## src/hdl/cc_bc_irq_pkg.sv

```systemverilog
package cc_bc_irq_pkg;

  // ************************************************************
  // Register offsets
  // ************************************************************
  localparam logic [7:0] CHARGER_DETECT_IRQ_MASK_ADDR = 8'hcd; // Sits just below the CC mask
  localparam logic [7:0] TYPEC_IRQ_MASK_ADDR = 8'hce;
  localparam logic [7:0] CHARGER_DETECT_STATUS_ADDR = 8'hcf;
  localparam logic [7:0] TYPEC_CONNECTION_STATUS_ADDR = 8'hd0;
  localparam logic [7:0] TYPEC_COMPARATOR_STATUS_ADDR = 8'hd1;
  localparam logic [7:0] CHARGER_DETECT_IRQ_FLAG_ADDR = 8'hcb;
  localparam logic [7:0] TYPEC_IRQ_FLAG_ADDR = 8'hcc;

  // ************************************************************
  // Field positions
  // ************************************************************
  localparam int VBUS_PRESENT_BIT = 7;
  localparam int PROPRIETARY_ADAPTER_BIT = 2;
  localparam int CONTACT_TIMEOUT_BIT = 2;
  localparam int CONTACT_TIMEOUT_IRQ_BIT = 1;
  localparam int ADAPTER_TYPE_BIT = 0;
  localparam int SAFE_ZERO_VOLT_BIT = 6;
  localparam int DETECT_ABORT_BIT = 5;
  localparam int ACTIVE_LINE_BIT = 3;
  localparam int CURRENT_CAPABILITY_BIT = 2;
  localparam int CONNECTION_STATE_BIT = 0;
  localparam int LINE1_RA_BIT = 7;
  localparam int LINE2_RA_BIT = 6;
  localparam int SAFE_ZERO_VOLT_STATUS_BIT = 3;
  localparam int DETECT_ABORT_STATUS_BIT = 2;

  // ************************************************************
  // Reset values and implemented-bit masks
  // ************************************************************
  localparam logic [7:0] CHARGER_DETECT_MASK_RESET = 8'h87;
  localparam logic [7:0] TYPEC_MASK_RESET = 8'h6d;
  localparam logic [7:0] ZERO_BYTE = 8'h00;

  // ************************************************************
  // Field encodings
  // ************************************************************
  localparam logic [1:0] LINE_NONE = 2'h0;
  localparam logic [1:0] LINE_CC1 = 2'h1;
  localparam logic [1:0] LINE_CC2 = 2'h2;
  localparam logic [1:0] CURRENT_NOT_UFP = 2'h0;
  localparam logic [1:0] CURRENT_500MA = 2'h1;
  localparam logic [1:0] CURRENT_1A5 = 2'h2;
  localparam logic [1:0] CURRENT_3A0 = 2'h3;
  localparam logic [2:0] CONN_NONE = 3'h0;
  localparam logic [2:0] CONN_SINK = 3'h1;
  localparam logic [2:0] CONN_SOURCE = 3'h2;

  // Analog front end results, all asynchronous to core_clk
  typedef struct packed {
    logic vbus_present;       // VBUS above detect threshold
    logic line1_above_low;    // CC1 above 200mV comparator
    logic line1_above_high;   // CC1 above 600mV comparator
    logic line2_above_low;    // CC2 above 200mV comparator
    logic line2_above_high;   // CC2 above 600mV comparator
    logic safe_zero_volt;     // VBUS above safe-zero level
  } analog_in_s;

  // Results from the CC state machine, same clock domain
  typedef struct packed {
    logic [1:0] active_line;
    logic [1:0] current_capability;
    logic [2:0] connection_state;
    logic detect_abort;
  } typec_state_s;

  // Charger detection engine events, same clock domain
  typedef struct packed {
    logic contact_timeout;    // One-cycle pulse on DCD timeout
    logic detect_start;       // One-cycle pulse at start of a detection
    logic adapter_type_done;  // One-cycle pulse: type found
    logic proprietary_done;   // One-cycle pulse: proprietary type found
  } charger_event_s;

endpackage

```

## src/hdl/cc_bc_irq_mask_status_regs.sv

```systemverilog
`timescale 1ns/10ps
module cc_bc_irq_mask_status_regs
  import cc_bc_irq_pkg::*;
(
  // Clock and reset
  input wire logic core_clk,
  input wire logic reset,
  // Register port from the serial interface
  input wire logic reg_write,
  input wire logic reg_read,
  input wire logic [7:0] reg_addr,
  input wire logic [7:0] reg_wdata,
  output logic [7:0] reg_rdata,
  // Inputs from the analog and detection logic
  input wire analog_in_s analog_in,
  input wire typec_state_s typec_state,
  input wire charger_event_s charger_event,
  input wire logic sink_detect_low_power,
  input wire logic abort_bypass,
  // Outputs to the detection engine and pin
  output logic charger_detect_abort,
  output logic irq_n
);

  // ************************************************************
  // Input synchronisers
  // ************************************************************
  analog_in_s analog_meta_reg; // First stage, read only by second stage
  analog_in_s analog_sync_reg; // Safe to use
  analog_in_s analog_prev_reg; // For edge detection

  // Two flops on every analog comparator output
  always_ff @(posedge core_clk)
  begin
    if (reset)
    begin
      analog_meta_reg <= '0;
      analog_sync_reg <= '0;
      analog_prev_reg <= '0;
    end
    else
    begin
      analog_meta_reg <= analog_in;
      analog_sync_reg <= analog_meta_reg;
      analog_prev_reg <= analog_sync_reg;
    end
  end

  // ************************************************************
  // Access decode
  // ************************************************************
  function automatic logic hit(input logic [7:0] addr, input logic [7:0] target);
    hit = (addr == target);
  endfunction

  // ************************************************************
  // Mask registers
  // ************************************************************
  logic [7:0] charger_mask_reg;
  logic [7:0] typec_mask_reg;

  // Charger mask: only implemented bits stored, others read zero
  always_ff @(posedge core_clk)
  begin
    if (reset)
      charger_mask_reg <= CHARGER_DETECT_MASK_RESET;
    else if (reg_write && hit(reg_addr, CHARGER_DETECT_IRQ_MASK_ADDR))
      charger_mask_reg <= reg_wdata & CHARGER_DETECT_MASK_RESET;
  end

  // CC mask: software clears a bit to unmask its source
  always_ff @(posedge core_clk)
  begin
    if (reset)
      typec_mask_reg <= TYPEC_MASK_RESET;
    else if (reg_write && hit(reg_addr, TYPEC_IRQ_MASK_ADDR))
      typec_mask_reg <= reg_wdata & TYPEC_MASK_RESET;
  end

  // ************************************************************
  // Status registers
  // ************************************************************
  logic contact_timeout_reg;
  logic [7:0] typec_conn_reg;
  logic [7:0] typec_comp_reg;
  logic [7:0] charger_status_reg;
  logic line1_ra;
  logic line2_ra;
  typec_state_s typec_prev_reg;

  // Threshold picked by the low-power sink-detect setting
  assign line1_ra = sink_detect_low_power ? analog_sync_reg.line1_above_high
                                          : analog_sync_reg.line1_above_low;
  assign line2_ra = sink_detect_low_power ? analog_sync_reg.line2_above_high
                                          : analog_sync_reg.line2_above_low;

  // Timeout sticks until the next detection begins
  always_ff @(posedge core_clk)
  begin
    if (reset)
      contact_timeout_reg <= 1'b0;
    else if (charger_event.contact_timeout)
      contact_timeout_reg <= 1'b1;
    else if (charger_event.detect_start)
      contact_timeout_reg <= 1'b0;
  end

  // Status snapshots; writes never reach them
  always_ff @(posedge core_clk)
  begin
    if (reset)
    begin
      charger_status_reg <= ZERO_BYTE;
      typec_conn_reg <= ZERO_BYTE;
      typec_comp_reg <= ZERO_BYTE;
      typec_prev_reg <= '0;
    end
    else
    begin
      charger_status_reg <= {analog_sync_reg.vbus_present, 4'h0, contact_timeout_reg, 2'h0};
      typec_conn_reg <= {typec_state.active_line, typec_state.current_capability, 1'b0,
                         typec_state.connection_state};
      typec_comp_reg <= {line1_ra, line2_ra, 2'h0, analog_sync_reg.safe_zero_volt,
                         typec_state.detect_abort, 2'h0};
      typec_prev_reg <= typec_state;
    end
  end

  // ************************************************************
  // Abort of charger detection
  // ************************************************************
  // Held level: stops a run in progress and blocks new ones
  always_ff @(posedge core_clk)
  begin
    if (reset)
      charger_detect_abort <= 1'b0;
    else
      charger_detect_abort <= typec_state.detect_abort && !abort_bypass;
  end

  // ************************************************************
  // Interrupt flags
  // ************************************************************
  logic [7:0] charger_flag_reg;
  logic [7:0] typec_flag_reg;
  logic [7:0] charger_set;
  logic [7:0] typec_set;
  logic charger_clear;
  logic typec_clear;

  // Event sources routed to their flag positions
  always_comb
  begin
    charger_set = ZERO_BYTE;
    charger_set[VBUS_PRESENT_BIT] = analog_sync_reg.vbus_present ^ analog_prev_reg.vbus_present;
    charger_set[PROPRIETARY_ADAPTER_BIT] = charger_event.proprietary_done;
    charger_set[CONTACT_TIMEOUT_IRQ_BIT] = charger_event.contact_timeout;
    charger_set[ADAPTER_TYPE_BIT] = charger_event.adapter_type_done;
    typec_set = ZERO_BYTE;
    typec_set[SAFE_ZERO_VOLT_BIT] = analog_sync_reg.safe_zero_volt ^ analog_prev_reg.safe_zero_volt;
    typec_set[DETECT_ABORT_BIT] = typec_state.detect_abort ^ typec_prev_reg.detect_abort;
    typec_set[ACTIVE_LINE_BIT] = typec_state.active_line != typec_prev_reg.active_line;
    typec_set[CURRENT_CAPABILITY_BIT] =
      typec_state.current_capability != typec_prev_reg.current_capability;
    typec_set[CONNECTION_STATE_BIT] =
      typec_state.connection_state != typec_prev_reg.connection_state;
  end

  assign charger_clear = reg_read && hit(reg_addr, CHARGER_DETECT_IRQ_FLAG_ADDR);
  assign typec_clear = reg_read && hit(reg_addr, TYPEC_IRQ_FLAG_ADDR);

  // Read clears all; a same-cycle event still lands
  always_ff @(posedge core_clk)
  begin
    if (reset)
    begin
      charger_flag_reg <= ZERO_BYTE;
      typec_flag_reg <= ZERO_BYTE;
    end
    else
    begin
      charger_flag_reg <= (charger_clear ? ZERO_BYTE : charger_flag_reg) | charger_set;
      typec_flag_reg <= (typec_clear ? ZERO_BYTE : typec_flag_reg) | typec_set;
    end
  end

  // Masked flags latch but do not pull the pin
  always_ff @(posedge core_clk)
  begin
    if (reset)
      irq_n <= 1'b1;
    else
      irq_n <= !(|(charger_flag_reg & ~charger_mask_reg) || |(typec_flag_reg & ~typec_mask_reg));
  end

  // ************************************************************
  // Read data
  // ************************************************************
  // Registered read; unmapped addresses return zero
  always_ff @(posedge core_clk)
  begin
    if (reset)
      reg_rdata <= ZERO_BYTE;
    else if (reg_read)
    begin
      unique case (1'b1)
        hit(reg_addr, CHARGER_DETECT_IRQ_MASK_ADDR): reg_rdata <= charger_mask_reg;
        hit(reg_addr, TYPEC_IRQ_MASK_ADDR): reg_rdata <= typec_mask_reg;
        hit(reg_addr, CHARGER_DETECT_STATUS_ADDR): reg_rdata <= charger_status_reg;
        hit(reg_addr, TYPEC_CONNECTION_STATUS_ADDR): reg_rdata <= typec_conn_reg;
        hit(reg_addr, TYPEC_COMPARATOR_STATUS_ADDR): reg_rdata <= typec_comp_reg;
        hit(reg_addr, CHARGER_DETECT_IRQ_FLAG_ADDR): reg_rdata <= charger_flag_reg;
        hit(reg_addr, TYPEC_IRQ_FLAG_ADDR): reg_rdata <= typec_flag_reg;
        default: reg_rdata <= ZERO_BYTE;
      endcase
    end
  end

endmodule // cc_bc_irq_mask_status_regs

```

## config.mk

```make
export PLATFORM = sky130hd
export DESIGN_NAME = cc_bc_irq_mask_status_regs
export DESIGN_NICKNAME = d
export VERILOG_FILES = /design/src/hdl/cc_bc_irq_pkg.sv /design/src/hdl/cc_bc_irq_mask_status_regs.sv
export SDC_FILE = /design/constraint.sdc
export NUM_CORES = 1
export LEC_CHECK = 0
export BUFFER_PORTS_ARGS = -buffer_cell sky130_fd_sc_hd__buf_4
export CELL_PAD_IN_SITES_DETAIL_PLACEMENT = 1
export CELL_PAD_IN_SITES_GLOBAL_PLACEMENT = 1
export CORE_ASPECT_RATIO = 1.4
export CORE_MARGIN = 5
export CORE_UTILIZATION = 45
export CTS_BUF_LIST = sky130_fd_sc_hd__clkbuf_8
export DETAILED_ROUTE_END_ITERATION = 10
export GPL_ROUTABILITY_DRIVEN = 0
export PLACE_DENSITY_LB_ADDON = 0.1
export SYNTH_ARGS = -nofsm -noshare
export SYNTH_HDL_FRONTEND = slang
export SYNTH_SLANG_ARGS = --single-unit
```

## constraint.sdc

```tcl
create_clock -name core_clk -period 3.5 [get_ports core_clk]
set_clock_uncertainty 0.15 [all_clocks]
set_input_delay 0.35 -clock core_clk [delete_from_list [all_inputs] [get_ports core_clk]]
set_output_delay 0.35 -clock core_clk [all_outputs]
set_load 0.02 [all_outputs]
```

## Word-level counts from Yosys, hierarchy flattened

Index checks and enable logic that the tools add are counted.

- Output and inout port bits: 10
- Flip-flop bits (word level): 82
- Bits of input ports: 40
- Logic and storage cells: 69

- Reductions and logical operators: 11
- Mux-type cells: 7
- Equality and inequality tests: 10
- Bitwise gates (word level): 9

Operators by type and width:

| cell | number |
|---|---|
| $eq 8x8->1 const B | 7 |
| $pmux 8 s7 | 1 |
| $and 8x8->8 | 2 |
| $mux 8 | 2 |
| $reduce_or 8->1 | 2 |
| $not 7->8 | 1 |
| $not 8->8 | 1 |
| $or 8x7->8 | 1 |
| $or 8x8->8 | 1 |
| $logic_and 1x1->1 | 5 |
| $mux 1 | 4 |
| $ne 2x2->1 | 2 |
| $ne 3x3->1 | 1 |
| $xor 1x1->1 | 3 |
| $logic_not 1->1 | 2 |
| $reduce_bool 2->1 | 1 |
| $logic_or 1x1->1 | 1 |

## Longest topological paths before layout

- Depth after elaboration: 5
- Depth in mapped cells: 6
- Depth with buffers taken out: 4

## Worst setup path before layout

OpenSTA, ideal clock, no wires.

- Kind: input to register
- Start: input reg_addr[2]
- End: register reg_rdata[1]
- Cell stages on the path: 6
- Arrival: 1.366 ns
- Slack: 1.859 ns
- Setup time: 0.126 ns
- Data required time: 3.224 ns
- Path buffers: 2
- Cell sequence: buf_4 > and3b_2 > buf_4 > a32o_1 > a22oi_1 > o21ai_1

- Cells in the longest elaborated chain, start to end: 2
- Elaborated cells on any way between the ends: 8
- Those cells by class: 7 x eq/ne; 1 x mux

RTL lines:

| what | RTL line | source |
|---|---|---|
| from (decl) | cc_bc_irq_mask_status_regs.sv:11 | `input wire logic [7:0] reg_addr,` |
| $eq 8x8->1 | cc_bc_irq_mask_status_regs.sv:53 | `hit = (addr == target);` |
| $pmux 8 s7 * | cc_bc_irq_mask_status_regs.sv:206 | `unique case (1'b1)` |
| to (signal assigned) | cc_bc_irq_mask_status_regs.sv:207 | `hit(reg_addr, CHARGER_DETECT_IRQ_MASK_ADDR): reg_rdata <= charger_mask_reg;` |
| to (signal assigned) | cc_bc_irq_mask_status_regs.sv:208 | `hit(reg_addr, TYPEC_IRQ_MASK_ADDR): reg_rdata <= typec_mask_reg;` |
| to (signal assigned) | cc_bc_irq_mask_status_regs.sv:209 | `hit(reg_addr, CHARGER_DETECT_STATUS_ADDR): reg_rdata <= charger_status_reg;` |
| to (decl) | cc_bc_irq_mask_status_regs.sv:13 | `output logic [7:0] reg_rdata,` |

Mark *: on every way between the ends. The rest lies on a longest branch, timed or not.
A chain may end at the register's enable or synchronous reset.

## Worst setup path in the final report

- Start: input reg_addr[0]
- End: register typec_flag_reg[0]

- Cells in the longest elaborated chain, start to end: 4

RTL lines:

| what | RTL line | source |
|---|---|---|
| $eq 8x8->1 | cc_bc_irq_mask_status_regs.sv:53 |  |
| $logic_and 1x1->1 | cc_bc_irq_mask_status_regs.sv:170 | `assign typec_clear = reg_read && hit(reg_addr, TYPEC_IRQ_FLAG_ADDR);` |
| $mux 8 | cc_bc_irq_mask_status_regs.sv:183 | `typec_flag_reg <= (typec_clear ? ZERO_BYTE : typec_flag_reg) \| typec_set;` |
| $or 8x7->8 | cc_bc_irq_mask_status_regs.sv:183 |  |
| to (signal assigned) | cc_bc_irq_mask_status_regs.sv:183 |  |
| to (decl) | cc_bc_irq_mask_status_regs.sv:145 | `logic [7:0] typec_flag_reg;` |

Every way passes these cells.

==> impl_metrics.yaml <==
outcome:
  status: "complete, no violations"
setup_path:
  timing.rr.end: "reg_rdata[0]$_SDFFE_PP0P_"
  r2r_setup_slack_ns: 2.09
  crit_type: "input port to flip-flop"
  critPathMaxStageDelay_ns: 0.41
  crit_required_ns: 3.54
  cp_num_cells: 5
  crit_path_start: "reg_addr[0]"
  crit_buf_inv: 1
  critPathCaptureType: "flip-flop"
  path_cells: "buf_4 -> and4bb_2 -> nand4_2 -> a2111oi_2 -> nor2_1"
  crit_slowest_cell: "and4bb_2"
  worstReg2RegStart: "typec_flag_reg[0]$_SDFF_PP0_"
  crit_family: "simple AND/OR/NAND/NOR gates"
  worstPathArrival_ns: 1.63
  critPathLaunchType: "input port"
  worst-path-max-fanout: 15
  r2r_cells: 4
grt:
  grt_max_degree: 40
  grt_pass1_wl_mm: 8.54
  grtUsageTotal_pct: 16.5
  grt_pass1_vias: 1771
  antenna_found_initial: 0
  grt_overflow_total: 0
route:
  wl_mm: 5.16
  viasPerCell: 5.25
  vias: 1747
  drc: 0
  wire_per_inst_um: 15.5
  ant_nets: 0
  firstDrtPassIters: 4
  drt_iter0_drc: 134
pwr:
  switching_power_mw: 0.272
  p_leak_nw: 1.20
  clkPwrFrac_pct: 30.8
  irDropWorstVdd_uv: 254
  combPwrFrac_pct: 10.5
  swShare_pct: 24.5
  powerDensity_mw_per_mm2: 408
  p_seq_share_pct: 58.7
  internal_power_mw: 0.839
sta:
  fin_crit_sh_pct: 45.5
  report.final.slew_viol_count: 0
  relSlewSlack_pct: 71.7
  rsz0062_at_grt: "no"
  hold_violations: 0
  setup_viol: 0
  finalSetupTns_ns: 0
  worstMarginPinSlew_ns: 0.424
  timing.final.ws_setup_ns: 1.91
  fmax_ghz: 0.628
  post-route-min-period_ns: 1.59
floorplanning:
  num_rows: 30
  die_area_mm2: 0.00652
  chipHeight_um: 93.6
  core_region_area_mm2: 0.00484
  die_w_um: 69.7
  initial_core_util_pct: 46.4
  ioPinCount: 50
placed_design:
  dpl_worst_slack_ns: 1.56
  hpwl_mm: 4.10
  io_buffer_count: 48
cts:
  cts_tree: "yes"
  cts.repair.resized: 0
  holdBufCountCts: 0
  clk_latency_ns: 0.30
  cts_sinks: 54
  cts_buffers: 5
  clk_path_buf_depth: 2
  clk_pin_slew_ns: 0.10
  root_buffer: "clkbuf_8"
  postCtsSetupBuffers: 0
  htreeDepth: 2
final_layout:
  largest_register_ffs: 8
  register_area_mm2: 0.00108
  drive_gt1_share_pct: 25.7
  fin_nets: 308
  n_fill_cell: 557
  multi_input_area_mm2: 0.00107
  syn2layout_area_growth_pct: 21.3
  n_antenna_cell: 0
hold_path:
  worstHoldEndpoint: "charger_detect_abort$_SDFF_PP0_"
  min-delay-start: "abort_bypass"
  holdCritPathClass: "input port to flip-flop"
  whs_path_depth: 2
synth:
  synth_nets: 262
  synth_warnings: 0
  synth_cell_types: 52
  syn_area_mm2: 0.00224
  yosysSeqAreaShare_pct: 48.2
  ys_seq_elements: 54
  avgSynthCellArea_um2: 10.1
  synthCells: 222
job:
  maxCapViolCount: 0
==> per-layer routing <==
metal | GRT usage [%] | routed length (um) | up-vias
li1 | - | - | 870
met1 | 18.7 | 2150 | 828
met2 | 30.1 | 2690 | 42
met3 | 3.87 | 234 | 7
met4 | 6.07 | 85 | 0
met5 | 0 | 0 | -
==> worst max-delay path by stage <==
| stage | to | slack (ns) |
|---|---|---|
| floorplan | reg_rdata[1]$_SDFFE_PP0P_ | 1.86 |
| global placement | typec_flag_reg[0]$_SDFF_PP0_ | 1.57 |
| detailed placement | typec_flag_reg[0]$_SDFF_PP0_ | 1.56 |
| CTS | typec_flag_reg[0]$_SDFF_PP0_ | 1.89 |
| global route | reg_rdata[0]$_SDFFE_PP0P_ | 1.84 |
| finish | typec_flag_reg[0]$_SDFF_PP0_ | 1.91 |
==> cell type report <==
| class | instances | share of cell area, % |
|---|---|---|
| clock inverter | 3 | 0.781 |
| clock buffer | 5 | 2.53 |
| timing repair buffer | 48 | 13.2 |
| tap | 64 | 2.94 |
| sequential | 54 | 39.7 |
| multi-input combinational | 147 | 39.2 |
| inverter | 12 | 1.65 |
==> layout by cell type, fill, tap and decap left out, types with 2 or more instances in the layout <==
master,Yosys,routed
a31oi_1,3,3
nand2_1,19,19
o21ai_1,6,6
a21oi_1,11,11
nor2_1,11,11
xnor2_1,4,4
a22oi_1,2,2
dfxtp_1,54,54
nand2b_1,2,2
a32o_1,3,3
xor2_1,6,6
o2bb2ai_1,2,2
o211ai_1,4,4
buf_4,2,48
o22ai_1,3,3
mux2i_1,12,12
clkbuf_8,0,5
a221oi_1,2,2
inv_1,11,11
and3_1,2,2
nor2b_1,27,27
==> synthesized netlist by cell type, drive strengths merged <==
cell type  number  area (um^2)
dfxtp          54         1080
nand3b          1         7.51
o41ai           1         16.3
nor3            1         5.00
nand4           3         40.0
nor4bb          1         10.0
o211ai          4         30.0
a22oi           2         15.0
nor2           11         41.3
mux2i          12          120
o21ai           7         35.0
and4b           1         10.0
xnor2           4         35.0
a31oi           3         18.8
a32o            3         30.0
o2111ai         1         26.3
or4b            2         23.8
o2bb2ai         2         17.5
nor3b           3         38.8
inv            11         41.3
nand2b          2         12.5
a222oi          1         10.0
and3            2         12.5
clkbuf          4         15.0
nand3           1         5.00
a2111oi         1         15.0
nand2          19         71.3
and3b           2         18.8
xor2            6         52.6
and4            1         8.76
a31o            1         8.76
a22o            1         8.76
a21oi          11         55.1
nor2b          27          169
a221oi          2         17.5
nand4b          2         32.5
and2            1         8.76
buf             5         36.3
clkinv          1         3.75
and4bb          1         12.5
o22ai           3         18.8
a32oi           1         8.76
==> logic make-up (layout without fill, tap and decap cells) <==
| logic type | after synthesis | count (layout) | synth area share, % |
|---|---|---|---|
| AOI/OAI and AO/OA | 44 | 44 | 14.8 |
| DFF | 54 | 54 | 48.2 |
| buffers and inverters | 21 | 68 | 4.29 |
| xor gates and xnor gates | 10 | 10 | 3.90 |
| and+or+nand+nor | 81 | 81 | 23.5 |
| muxes | 12 | 12 | 5.35 |
==> per-stage QoR <==
stage	total power, mW	utilization, %	hold WS [ns]	instance area (um^2)	std cells
6_report	1.11	56.3	0.0380	2720	333
5_1_grt	1.16	56.3	0.0295	2720	333
4_1_cts	1.12	56.3	0.0341	2720	333
3_5_place_dp	0.784	54.4	0.277	2630	325
3_3_place_gp	0.781	54.4	0.268	2630	325
2_1_floorplan	0.727	-	0.264	2240	222
==> power groups by stage <==
stage          clock network (mW)  registers, mW  logic (mW)
3_5_place_dp                    0          0.666       0.118
3_3_place_gp                    0          0.665       0.116
5_1_grt                     0.372          0.654       0.130
4_1_cts                     0.351          0.652       0.119
6_report                    0.342          0.652       0.117
2_1_floorplan                   0          0.661      0.0660
Power figures use the tool's default switching activity.
